[src/rtl/tots_params.svh]
`ifndef TOTS_PARAMS_SVH
`define TOTS_PARAMS_SVH
// register byte addresses
`define TOTS_A_CTRL 8'h00
`define TOTS_A_TDLY 8'h04
`define TOTS_A_RDLY 8'h08
`define TOTS_A_DUR 8'h0c
`define TOTS_A_STAT 8'h10
// control field positions
`define TOTS_B_RUN 0
`define TOTS_B_JOBCHG 7
`define TOTS_CTRL_W 7
// reset values
`define TOTS_CTRL_RST 7'h00
`define TOTS_DLY_RST 12'h000
// limits and timing
`define TOTS_DLY_MAX 12'hbb8
`define TOTS_QDEPTH 5'h14
`define TOTS_CLK_NS 5
`define TOTS_MS_NS 1000000
`endif

[src/rtl/tots_pkg.sv]
package tots_pkg;
    typedef enum logic [1:0] {RD_NONE = 2'h0, RD_ALL = 2'h1, RD_EJ = 2'h2} tots_rdmode_t;
    typedef struct packed {
        logic dur_en;
        tots_rdmode_t rd;
        logic cot;
        logic enc;
        logic sink;
        logic run;
    } tots_cfg_t;
    typedef struct packed {
        logic eject;
        logic [7:0] res;
    } tots_res_t;
    typedef struct packed {
        logic [15:0] stamp;
        logic done;
        logic net;
        tots_res_t r;
    } tots_ent_t;
    typedef enum logic [2:0] {ST_IDLE = 3'h1, ST_TDLY = 3'h2, ST_EVAL = 3'h4} tots_st_t;
endpackage : tots_pkg

[src/rtl/tots_seq.sv]
// The register addresses and register access over Avalon-MM were left to the implementer.
`timescale 1ns/100ps
`include "tots_params.svh"

////////////////////////////////////////////////////////////////////////////////
// How it works
// - an accepted trigger edge drops ready and valid
// - without delays, results load and ready and valid rise together
// - valid means outputs hold results; ready means next trigger accepted
// - sinking polarity inverts the ready, valid, result and ejector levels (not capture), sequences unchanged
// - trigger delay applies to the hardware trigger only
// - with trigger delay, capture waits for it to elapse
// - change on trigger clears result outputs at the trigger
// - ejector-only delay: ejector untouched at trigger, set after delay
// - result delay counts from the trigger edge; for a network trigger, from the end of processing
// - delay on all outputs: ready rises as soon as evaluation ends
// - delay on all outputs: outputs and valid update after the delay
// - result duration returns each set output to inactive, a pulse
// - delays count milliseconds or encoder steps as configured
// - trigger and result delays limited to 3000 units
// - at most 20 pending parts; job change or leaving run clears them
// - change on result holds outputs until the next valid result
////////////////////////////////////////////////////////////////////////////////

module tots_dtimer (
    // clock
    input wire logic clk,
    input wire logic rst_n,
    input wire logic ce,
    // control
    input wire logic clr,
    input wire logic load,
    input wire logic tick,
    input wire logic [11:0] dur,
    // expiry
    output logic expire
);
    logic [11:0] cnt_q;

    assign expire = ce && tick && !clr && !load && (cnt_q == 12'h001);

    always_ff @(posedge clk or negedge rst_n)
    begin
        if (!rst_n)
            cnt_q <= 12'h000;
        else if (ce)
        begin
            if (clr)
                cnt_q <= 12'h000;
            else if (load)
                cnt_q <= dur;
            else if (tick && cnt_q != 12'h000)
                cnt_q <= cnt_q - 12'h001;
        end
    end
endmodule : tots_dtimer

////////////////////////////////////////////////////////////////////////////////

module tots_seq #(
    parameter int unsigned MS_CYCLES = `TOTS_MS_NS / `TOTS_CLK_NS
) (
    // clock, reset, freeze
    input wire logic clk,
    input wire logic rst_n,
    input wire logic ce,
    // avalon-mm slave
    input wire logic [7:0] avs_address,
    input wire logic avs_read,
    input wire logic avs_write,
    input wire logic [31:0] avs_writedata,
    input wire logic [3:0] avs_byteenable,
    output logic [31:0] avs_readdata,
    output logic avs_waitrequest,
    // trigger side
    input wire logic trig_i,
    input wire logic net_trig_i,
    input wire logic enc_step_i,
    // evaluation engine
    output logic capture_o,
    input wire logic eval_done_i,
    input wire tots_pkg::tots_res_t eval_res_i,
    // output pins
    output logic ready_o,
    output logic valid_o,
    output logic [7:0] res_o,
    output logic eject_o
);
    function automatic logic [4:0] nxt_ptr(input logic [4:0] p);
        nxt_ptr = (p == `TOTS_QDEPTH - 5'h01) ? 5'h00 : p + 5'h01;
    endfunction : nxt_ptr

    function automatic logic [11:0] dly_wr(input logic [11:0] old, input logic [11:0] wd,
                                           input logic [1:0] be);
        logic [11:0] m;
        m = {be[1] ? wd[11:8] : old[11:8], be[0] ? wd[7:0] : old[7:0]};
        dly_wr = (m > `TOTS_DLY_MAX) ? `TOTS_DLY_MAX : m;
    endfunction : dly_wr

    tots_pkg::tots_cfg_t cfg_q;
    tots_pkg::tots_st_t st_q, st_d;
    tots_pkg::tots_ent_t q_q [`TOTS_QDEPTH];
    logic [11:0] tdly_q, rdly_q, dur_q, tcnt_q;
    logic [17:0] ms_cnt_q;
    logic [15:0] tnow_q;
    logic [4:0] wr_q, rd_q, cur_q, cnt_q;
    logic [7:0] res_q;
    logic [10:0] pins_q;
    logic ack_q, trig_q, pend_q, ej_q, valid_q, capture_q;
    logic [31:0] rd_mux;

    ////////////////////////////////////////////////////////////////////////////
    // register bus: one wait cycle per access, so reads always come from a flop

    wire logic req = avs_read || avs_write;
    wire logic wr_en = ce && avs_write && ack_q;
    wire logic ctrl_wr = wr_en && avs_address == `TOTS_A_CTRL && avs_byteenable[0];
    wire logic stop = ctrl_wr && (avs_writedata[`TOTS_B_JOBCHG]
                      || (cfg_q.run && !avs_writedata[`TOTS_B_RUN]));
    wire logic full = cnt_q == `TOTS_QDEPTH;
    wire logic ready_l = st_q == tots_pkg::ST_IDLE && cfg_q.run && !full;

    assign avs_waitrequest = req && !ack_q;
    assign rd_mux = (avs_address == `TOTS_A_CTRL) ? {25'h0, cfg_q} :
                    (avs_address == `TOTS_A_TDLY) ? {20'h0, tdly_q} :
                    (avs_address == `TOTS_A_RDLY) ? {20'h0, rdly_q} :
                    (avs_address == `TOTS_A_DUR) ? {20'h0, dur_q} :
                    (avs_address == `TOTS_A_STAT) ?
                        {21'h0, pend_q, cnt_q, st_q, valid_q, ready_l} : 32'h0;

    always_ff @(posedge clk or negedge rst_n)
    begin
        if (!rst_n)
        begin
            ack_q <= 1'b0;
            avs_readdata <= 32'h0;
            cfg_q <= tots_pkg::tots_cfg_t'(`TOTS_CTRL_RST);
            tdly_q <= `TOTS_DLY_RST;
            rdly_q <= `TOTS_DLY_RST;
            dur_q <= `TOTS_DLY_RST;
        end
        else if (ce)
        begin
            ack_q <= req && !ack_q;
            if (avs_read && !ack_q)
                avs_readdata <= rd_mux;
            if (ctrl_wr)
                cfg_q <= tots_pkg::tots_cfg_t'(avs_writedata[`TOTS_CTRL_W-1:0]);
            if (wr_en && avs_address == `TOTS_A_TDLY)
                tdly_q <= dly_wr(tdly_q, avs_writedata[11:0], avs_byteenable[1:0]);
            if (wr_en && avs_address == `TOTS_A_RDLY)
                rdly_q <= dly_wr(rdly_q, avs_writedata[11:0], avs_byteenable[1:0]);
            if (wr_en && avs_address == `TOTS_A_DUR)
                dur_q <= dly_wr(dur_q, avs_writedata[11:0], avs_byteenable[1:0]);
        end
    end

    ////////////////////////////////////////////////////////////////////////////
    // timebase: millisecond prescaler or encoder step

    wire logic ms_tick = ms_cnt_q == 18'(MS_CYCLES - 1);
    wire logic tick = cfg_q.enc ? enc_step_i : ms_tick;

    ////////////////////////////////////////////////////////////////////////////
    // trigger sequencer

    wire logic hw_edge = trig_i && !trig_q;
    wire logic accept = ce && ready_l && (hw_edge || net_trig_i) && !stop;
    wire logic use_q = cfg_q.rd == tots_pkg::RD_ALL || cfg_q.rd == tots_pkg::RD_EJ;
    wire logic done = ce && st_q == tots_pkg::ST_EVAL && eval_done_i && !stop;
    wire logic push = accept && use_q;

    always_comb
    begin
        st_d = st_q;
        case (st_q)
            tots_pkg::ST_IDLE:
                if (accept)
                    st_d = (hw_edge && tdly_q != 12'h000) ? tots_pkg::ST_TDLY
                                                          : tots_pkg::ST_EVAL;
            tots_pkg::ST_TDLY:
                if (tick && tcnt_q + 12'h001 >= tdly_q)
                    st_d = tots_pkg::ST_EVAL;
            tots_pkg::ST_EVAL:
                if (eval_done_i)
                    st_d = tots_pkg::ST_IDLE;
            default:
                st_d = tots_pkg::ST_IDLE;
        endcase
        if (stop)
            st_d = tots_pkg::ST_IDLE;
    end

    always_ff @(posedge clk or negedge rst_n)
    begin
        if (!rst_n)
        begin
            st_q <= tots_pkg::ST_IDLE;
            trig_q <= 1'b0;
            tcnt_q <= 12'h000;
            capture_q <= 1'b0;
            ms_cnt_q <= 18'h0;
            tnow_q <= 16'h0;
        end
        else if (ce)
        begin
            st_q <= st_d;
            trig_q <= trig_i;
            // capture pulses once, on entry to evaluation
            capture_q <= st_d == tots_pkg::ST_EVAL && st_q != tots_pkg::ST_EVAL;
            tcnt_q <= (st_q == tots_pkg::ST_TDLY && tick) ? tcnt_q + 12'h001 :
                      (st_q == tots_pkg::ST_TDLY) ? tcnt_q : 12'h000;
            ms_cnt_q <= ms_tick ? 18'h0 : ms_cnt_q + 18'h1;
            tnow_q <= tick ? tnow_q + 16'h1 : tnow_q;
        end
    end

    ////////////////////////////////////////////////////////////////////////////
    // pending-part queue; the 16-bit stamp outlives the 3000-unit limit

    wire logic [15:0] q_age = tnow_q - q_q[rd_q].stamp;
    wire logic pop = ce && !stop && cnt_q != 5'h00 && q_q[rd_q].done
                     && q_age >= {4'h0, rdly_q};
    wire tots_pkg::tots_res_t q_head = q_q[rd_q].r;

    always_ff @(posedge clk or negedge rst_n)
    begin
        if (!rst_n)
        begin
            q_q <= '{default: '0};
            wr_q <= 5'h00;
            rd_q <= 5'h00;
            cur_q <= 5'h00;
            cnt_q <= 5'h00;
            pend_q <= 1'b0;
        end
        else if (stop)
        begin
            wr_q <= 5'h00;
            rd_q <= 5'h00;
            cnt_q <= 5'h00;
            pend_q <= 1'b0;
        end
        else if (ce)
        begin
            if (push)
            begin
                q_q[wr_q] <= '{stamp: tnow_q, done: 1'b0, net: !hw_edge, r: '0};
                cur_q <= wr_q;
                wr_q <= nxt_ptr(wr_q);
                pend_q <= 1'b1;
            end
            if (done && pend_q)
            begin
                q_q[cur_q].done <= 1'b1;
                q_q[cur_q].r <= eval_res_i;
                // a network trigger starts its delay after processing
                if (q_q[cur_q].net)
                    q_q[cur_q].stamp <= tnow_q;
                pend_q <= 1'b0;
            end
            if (pop)
                rd_q <= nxt_ptr(rd_q);
            if (push && !pop)
                cnt_q <= cnt_q + 5'h01;
            else if (pop && !push)
                cnt_q <= cnt_q - 5'h01;
        end
    end

    ////////////////////////////////////////////////////////////////////////////
    // result outputs, logical levels

    wire logic m_none = !use_q;
    wire logic m_all = cfg_q.rd == tots_pkg::RD_ALL;
    wire logic m_ej = cfg_q.rd == tots_pkg::RD_EJ;
    wire logic res_ld = (done && !m_all) || (pop && m_all);
    wire tots_pkg::tots_res_t res_src = m_all ? q_head : eval_res_i;
    wire logic ej_ld = (done && m_none) || (pop && !m_none);
    wire tots_pkg::tots_res_t ej_src = m_none ? eval_res_i : q_head;
    wire logic cot_clr = accept && cfg_q.cot;
    wire logic res_exp, ej_exp;

    tots_dtimer u_res_dur (
        .clk(clk),
        .rst_n(rst_n),
        .ce(ce),
        .clr(stop),
        .load(res_ld && cfg_q.dur_en),
        .tick(tick),
        .dur(dur_q),
        .expire(res_exp)
    );

    tots_dtimer u_ej_dur (
        .clk(clk),
        .rst_n(rst_n),
        .ce(ce),
        .clr(stop),
        .load(ej_ld && cfg_q.dur_en),
        .tick(tick),
        .dur(dur_q),
        .expire(ej_exp)
    );

    always_ff @(posedge clk or negedge rst_n)
    begin
        if (!rst_n)
        begin
            res_q <= 8'h00;
            ej_q <= 1'b0;
            valid_q <= 1'b0;
            pins_q <= 11'h000;
        end
        else if (ce)
        begin
            // for res_q and ej_q, a new result wins over a trigger or duration clear in the same cycle, but not over stop
            if (stop)
                res_q <= 8'h00;
            else if (res_ld)
                res_q <= res_src.res;
            else if (cot_clr || res_exp)
                res_q <= 8'h00;
            if (stop)
                ej_q <= 1'b0;
            else if (ej_ld)
                ej_q <= ej_src.eject;
            else if ((cot_clr && !m_ej) || ej_exp)
                ej_q <= 1'b0;
            if (stop || accept)
                valid_q <= 1'b0;
            else if ((done && !m_all) || (pop && m_all))
                valid_q <= 1'b1;
            pins_q <= {ready_l, valid_q, ej_q, res_q} ^ {11{cfg_q.sink}};
        end
    end

    assign ready_o = pins_q[10];
    assign valid_o = pins_q[9];
    assign eject_o = pins_q[8];
    assign res_o = pins_q[7:0];
    assign capture_o = capture_q;
endmodule : tots_seq

[config.mk]
export PLATFORM = sky130hd
export DESIGN_NAME = tots_seq
export DESIGN_NICKNAME = d
export VERILOG_FILES = /design/src/rtl/tots_pkg.sv /design/src/rtl/tots_seq.sv
export VERILOG_INCLUDE_DIRS = /design/src /design/src/rtl
export SDC_FILE = /design/constraint.sdc
export NUM_CORES = 1
export LEC_CHECK = 0
export ABC_CLOCK_PERIOD_IN_PS = 7700
export BUFFER_PORTS_ARGS = -buffer_cell sky130_fd_sc_hd__buf_2
export CAP_MARGIN = 30
export CORE_MARGIN = 2
export CORE_UTILIZATION = 55
export CTS_CLUSTER_DIAMETER = 200
export DETAILED_ROUTE_END_ITERATION = 10
export PLACE_DENSITY_LB_ADDON = 0.05
export SETUP_SLACK_MARGIN = 0.5
export SYNTH_ARGS = -nofsm -noshare
export SYNTH_HDL_FRONTEND = slang
export SYNTH_SLANG_ARGS = --single-unit
[constraint.sdc]
create_clock -name clk -period 7.7 [get_ports clk]
set_input_delay 0.385 -clock clk [delete_from_list [all_inputs] [get_ports clk]]
set_output_delay 0.385 -clock clk [all_outputs]
set_load 0.1 [all_outputs]
; ---- After elaboration in Yosys (flattened, before gate mapping)
; Index checks and enable logic that the tools add are counted.
[word_totals]
ff_bits = 733
latchBits = 0
ramBits = 0
rom_bits = 0
in_bits = 62
out_inout_bits = 45
word_cells = 355
n_memories = 0
[op_classes]
add_sub_neg = 10
n_mul = 0
div_mod_pow = 0
order_cmp = 10
eq_ne = 18
shifts = 0
mux = 79
bitwise_logic = 5
n_reduce_logical = 105
[op_table]
columns = op, n
row1 = $mux W540, 5
row2 = $bwmux W540, 4
row3 = $demux W27 S5, 4
row4 = $bmux W27 S5, 2
row5 = $mux W12, 15
row6 = $mux W27, 4
row7 = $mux W5, 12
row8 = $mux W8, 7
row9 = $logic_and A1 B1 Y1, 50
row10 = $gt A12 B12 Y1 const B, 3
row11 = $reduce_bool A12 Y1, 3
row12 = $reduce_and A2 Y1, 17
row13 = $eq A12 B1 Y1 const B, 2
row14 = $sub A12 B1 Y12 const B, 2
row15 = $mux W11, 2
row16 = $mux W10, 2
row17 = $add A18 B1 Y18 const B, 1
row18 = $eq A18 B18 Y1 const B, 1
row19 = $ge A6 B6 Y1 const B, 3
row20 = $mux W18, 1
row21 = $mux W9, 2
row22 = $not A5 Y6, 3
row23 = $reduce_bool A3 Y1, 6
row24 = $add A16 B1 Y16 const B, 1
row25 = 30 further kinds, 75

; ---- Longest topological paths before layout
[depth]
depth_word = 20
depth_mapped = 31
depth_no_buf = 26

; ---- By module
; From an unflattened synthesis, not the netlist that was laid out.
[unflattened]
hier_cells = 3334
hier_area_um2 = 35196.3
[modules_own_cells]
columns = mod, n_inst, cells_each, area_per_inst_um2, seq_area_each_um2
row1 = tots_seq, 1, 3126, 33392.0, 17242.8
row2 = tots_dtimer, 2, 104, 902.1, 300.3

; ---- Worst setup path after synthesis
; OpenSTA, ideal clock, no wires.
[synth_path]
kind = reg2reg
start = register rd_q[0]
end = register cnt_q[4]
setup_ns = 0.121
arrival_ns = 7.249
required_time_ns = 7.579
slack_ns = 0.331
stages_incl_launch_ff = 30
path_buffers = 5
synth_period_minus_slack_ns = 7.369
path_cell_list = dfrtp_1 buf_6 buf_2 buf_1 buf_1 mux4_2 mux4_2 a22oi_1 ha_1 a21o_1 a221oi_1 and3b_1 nor2b_1 xnor2_1 ha_1 a211o_1 o211ai_1 o211ai_1 a21oi_1 nand2_1 or3_1 o21a_1 buf_6 nand2b_1 fa_1 a21o_1 a21oi_1 xnor2_1 a21oi_1 a22o_1
[synth_via]
elab_chain_cells = 12
elab_cells_between_ends = 16
cone_classes = add/sub (1) / order compare (1) / mux (6) / bitwise (1) / reduce/logical (7)
[synth_lines]
columns = item, line_no
row1 = from (decl), tots_seq.sv:106  ; logic [4:0] wr_q, rd_q, cur_q, cnt_q;
row2 = from (signal assigned), tots_seq.sv:263  ; rd_q <= nxt_ptr(rd_q);
row3 = $not A5 Y6 (not written as such) (*), "tots_seq.sv:221, tots_seq.sv:222"
row4 = $bmux W27 S5 (*), "tots_seq.sv:221, tots_seq.sv:222"
row5 = $mux W27 (*) (2 in a row), n/a
row6 = $sub A16 B16 Y16, tots_seq.sv:221  ; wire logic [15:0] q_age = tnow_q - q_q[rd_q].stamp;
row7 = $ge A16 B12 Y1, tots_seq.sv:223  ; && q_age >= {4'h0, rdly_q};
row8 = $logic_and A1 B1 Y1 (*), tots_seq.sv:223
row9 = $logic_not A1 Y1, tots_seq.sv:264  ; if (push && !pop)
row10 = $logic_and A1 B1 Y1, tots_seq.sv:264
row11 = $mux W5, tots_seq.sv:264
row12 = $mux W5, tots_seq.sv:244  ; else if (ce)
row13 = $mux W5, tots_seq.sv:237  ; else if (stop)
row14 = to (signal assigned), tots_seq.sv:265  ; cnt_q <= cnt_q + 5'h01;
row15 = to (signal assigned), tots_seq.sv:267  ; cnt_q <= cnt_q - 5'h01;
row16 = to (decl), tots_seq.sv:106
; Mark *: on every way between the ends. The rest lies on a longest branch, timed or not. The select of a mux whose other input is x is not followed.
; A chain may end at the register's enable or synchronous reset.

; ---- Worst setup path in the final report
; Ends and elaborated chain as after synthesis.

==> impl_metrics.json <==
{
  "status": "finished clean",
  "clk_pin_slew_ns": 0.06,
  "dp_hpwl_mm": 67.1,
  "vias": 27100,
  "drtPass1Iterations": 6,
  "ir_worst_vdd_uv": 168,
  "clockBufferDepth": 3,
  "fin_nets": 3542,
  "fin_total_pwr_w": 0.00805,
  "avgViaCountPerCell": 6.27,
  "hold_viol": 0,
  "drc_errors": 0,
  "yosys.area.top_type": "dfrtp_1",
  "start_util": 0.554,
  "synth_edf_count": 0,
  "setup_ws_ns": 0.944,
  "syn_to_final_growth_pct": 11.5,
  "wl_per_cell_um": 23.6,
  "die-area_um2": 65200,
  "drt_iter0_drc": 2924,
  "routed_wl_mm": 102,
  "power_density_nw_per_um2": 208,
  "final_cells": 4326,
  "cts_sinks": 713,
  "final.min_clock_period_ns": 6.76,
  "ctsRootBufferMaster": "clkbuf_16",
  "synth_cell_types": 85,
  "ys_seq_area_frac": 0.514,
  "tightest_slew_ns": 1.07,
  "clock_skew_ns": 0.0264,
  "die_h_um": 255,
  "critPathMaxStageDelay_ns": 0.55,
  "slew_violations": 0,
  "async_flop_share": 1.00,
  "synth_common_cells": "dfrtp_1 (712), nand2_1 (541), nor2_1 (414), a21oi_1 (327), nand3_1 (210)",
  "path_common_cell": "a21oi_1",
  "grt_pass1_vias": 26700,
  "grt.overflow.total": 0,
  "path_max_fanout": 15,
  "setup_viol": 0,
  "syn_area_per_cell_um2": 10.2,
  "die_width_um": 255,
  "maxCapViolations": 0,
  "insertedDiodeCount": 0,
  "place_congestion": 0.928,
  "ys.flop_type": "dfrtp_1",
  "synthCells": 3416,
  "fmax_mhz": 148,
  "grt_max_degree": 177,
  "startpoint_type": "flip-flop",
  "ys_seq_elements": 713,
  "pin_count": 107,
  "leakage_nw": 18.0,
  "netlist.area_leader.share": 0.513,
  "core_um2": 62700,
  "critPathKind": "flip-flop to flip-flop",
  "layout-drive-gt1-share": 0.151,
  "cts_buffers": 76,
  "dp.cells": 4171,
  "htree_levels": 3,
  "end_kind": "flip-flop",
  "yosysMostFrequentCell": "dfrtp_1",
  "fin_setup_tns_ns": 0,
  "rows": 92,
  "period_share": 0.877,
  "grt_pass1_wl_mm": 158,
  "rsz0062_at_grt": "false",
  "crit_required_ns": 8.21,
  "min_path_type": "primary input to flip-flop",
  "synth.area.top_cells": "dfrtp_1 (51%), mux4_2 (10%), nand2_1 (5.8%)",
  "path_cells": "buf_12 > mux4_2 > mux4_2 > a22oi_1 > ha_1 > a21o_1 > a31oi_1 > nor2b_1 > xnor2_1 > ha_1 > a211o_1 > o211ai_1 > o211ai_1 > a21oi_1 > nand2_1 > or3_1 > o21a_2 > nand2b_2 > fa_1 > a21o_1 > a21oi_1 > xnor2_1 > a21oi_1 > a22o_1",
  "pre_cts_ws_ns": 0.419,
  "grt_antenna_before_repair": 2,
  "synth_area_um2": 34700,
  "cp_slowest_cell": "dfrtp_4",
  "cts_tree": "built",
  "clkLatencyLatePin_ns": 0.63,
  "ant_nets": 0,
  "synth_warnings": 0,
  "track_usage": 0.313,
  "numPortBuffers": 64,
  "relSlewSlack": 0.289,
  "arrival_ns": 7.27
}
[layout make-up]
type,count,area [um^2]
Multi-Input combinational cell,2424,15800
Sequential cell,713,17900
Timing Repair Buffer,151,1150
Tap cell,846,1060
Clock buffer,113,2240
Fill cell,5165,24000
Inverter,54,203
Clock inverter,25,387
[repair_timing]
| action | in CTS | in global routing |
|---|---|---|
| setup endpoints to repair | 1 | 1 |
| cloned | 0 | 1 |
| hold buffers | 2 | 0 |
| resized for setup | 0 | 6 |
| buffers inserted | 1 | 9 |
| hold endpoints to repair | 85 | 0 |
[routing by layer]
| metal | vias up | wire (um) | share of wire | GRT usage |
|---|---|---|---|---|
| li1 | 12100 | - | - | - |
| met1 | 13700 | 44000 | 0.43 | 0.455 |
| met2 | 1151 | 47700 | 0.47 | 0.491 |
| met3 | 190 | 7910 | 0.077 | 0.0472 |
| met4 | 2 | 2710 | 0.027 | 0.0944 |
| met5 | - | 18 | 0.00018 | 0 |
[sequential cells by signal, summed over array words and instances (netlist names), named ones only]
| register | flops |
|---|---|
| wr_q | 5 |
| u_res_dur.cnt_q | 12 |
| trig_q | 1 |
| tdly_q | 12 |
| ack_q | 1 |
| avs_readdata | 12 |
| u_ej_dur.cnt_q | 12 |
| pins_q | 11 |
| ej_q | 1 |
| valid_q | 1 |
| cur_q | 5 |
| res_q | 8 |
| capture_o | 1 |
| st_q | 3 |
| pend_q | 1 |
| cnt_q | 5 |
| tnow_q | 16 |
| rd_q | 5 |
| q_q | 520 |
| tcnt_q | 12 |
| dur_q | 12 |
| cfg_q | 7 |
| ms_cnt_q | 18 |
| rdly_q | 12 |
[kinds of logic (layout without fill, tap and decap cells)]
group / Yosys count / in the layout / share of synthesized area
muxes: 222 / 222 / 0.123
xor gates and xnor gates: 65 / 65 / 0.0164
and+or+nand+nor: 1342 / 1342 / 0.167
AOI/OAI and AO/OA: 715 / 715 / 0.123
adders and majority gates: 60 / 60 / 0.0220
other: 1 / 20 / 0.000108
DFF: 713 / 713 / 0.514
buffers and inverters: 298 / 343 / 0.0350
[worst paths after layout]
| path | from | to | slack [ns] | cells after the start |
|---|---|---|---|---|
| max | rd_q[0]$_DFFE_PN0P_ | cnt_q[4]$_DFFE_PN0P_ | 0.94 | 24 |
| min | avs_writedata[11] | tdly_q[11]$_DFFE_PN0P_ | 0.1 | 3 |
| max reg2reg | rd_q[0]$_DFFE_PN0P_ | cnt_q[4]$_DFFE_PN0P_ | 0.94 | 24 |
| min reg2reg | q_q[118]$_DFFE_PN0P_ | q_q[118]$_DFFE_PN0P_ | 0.47 | 2 |
| max in group asynchronous | rst_n | q_q[159]$_DFFE_PN0P_ | 5.88 | 3 |
| min in group asynchronous | rst_n | tcnt_q[8]$_DFFE_PN0P_ | 0.38 | 2 |
[stage by stage]
step | hold WS (ns) | instance area, um^2 | utilization
after floorplan | 0.0894 | 34800 | -
after global routing | 0.0938 | 38700 | 0.618
final | 0.0996 | 38700 | 0.618
after detailed placement | 0.453 | 35900 | 0.572
after CTS | 0.0677 | 38500 | 0.614
after global placement | 0.444 | 35800 | 0.570
[power breakdown]
group	switching (W)	internal [W]
combinational	0.000312	0.0000857
sequential	0.0000381	0.00378
clock	0.00157	0.00227
[placed cells by master (no fill, tap or decap), types with 51 or more instances in the layout]
| cell type | count |
|---|---|
| dfrtp_1 | 708 |
| nand2_1 | 541 |
| nor2_1 | 413 |
| a21oi_1 | 327 |
| nand3_1 | 210 |
| o21ai_0 | 171 |
| mux4_2 | 160 |
| clkbuf_16 | 78 |
| buf_4 | 68 |
| buf_2 | 64 |
| ha_1 | 58 |
| inv_1 | 51 |
[worst max-delay path, delay by kind of cell (launching register included)]
family	cells	cell delay, ns
simple gates	4	0.97
buf+inv	1	0.22
compound gates	12	2.58
flops	1	0.55
fa+ha+maj	3	1.04
mux	2	0.99
xor+xnor	2	0.25
(Power assumes the default switching activity.)
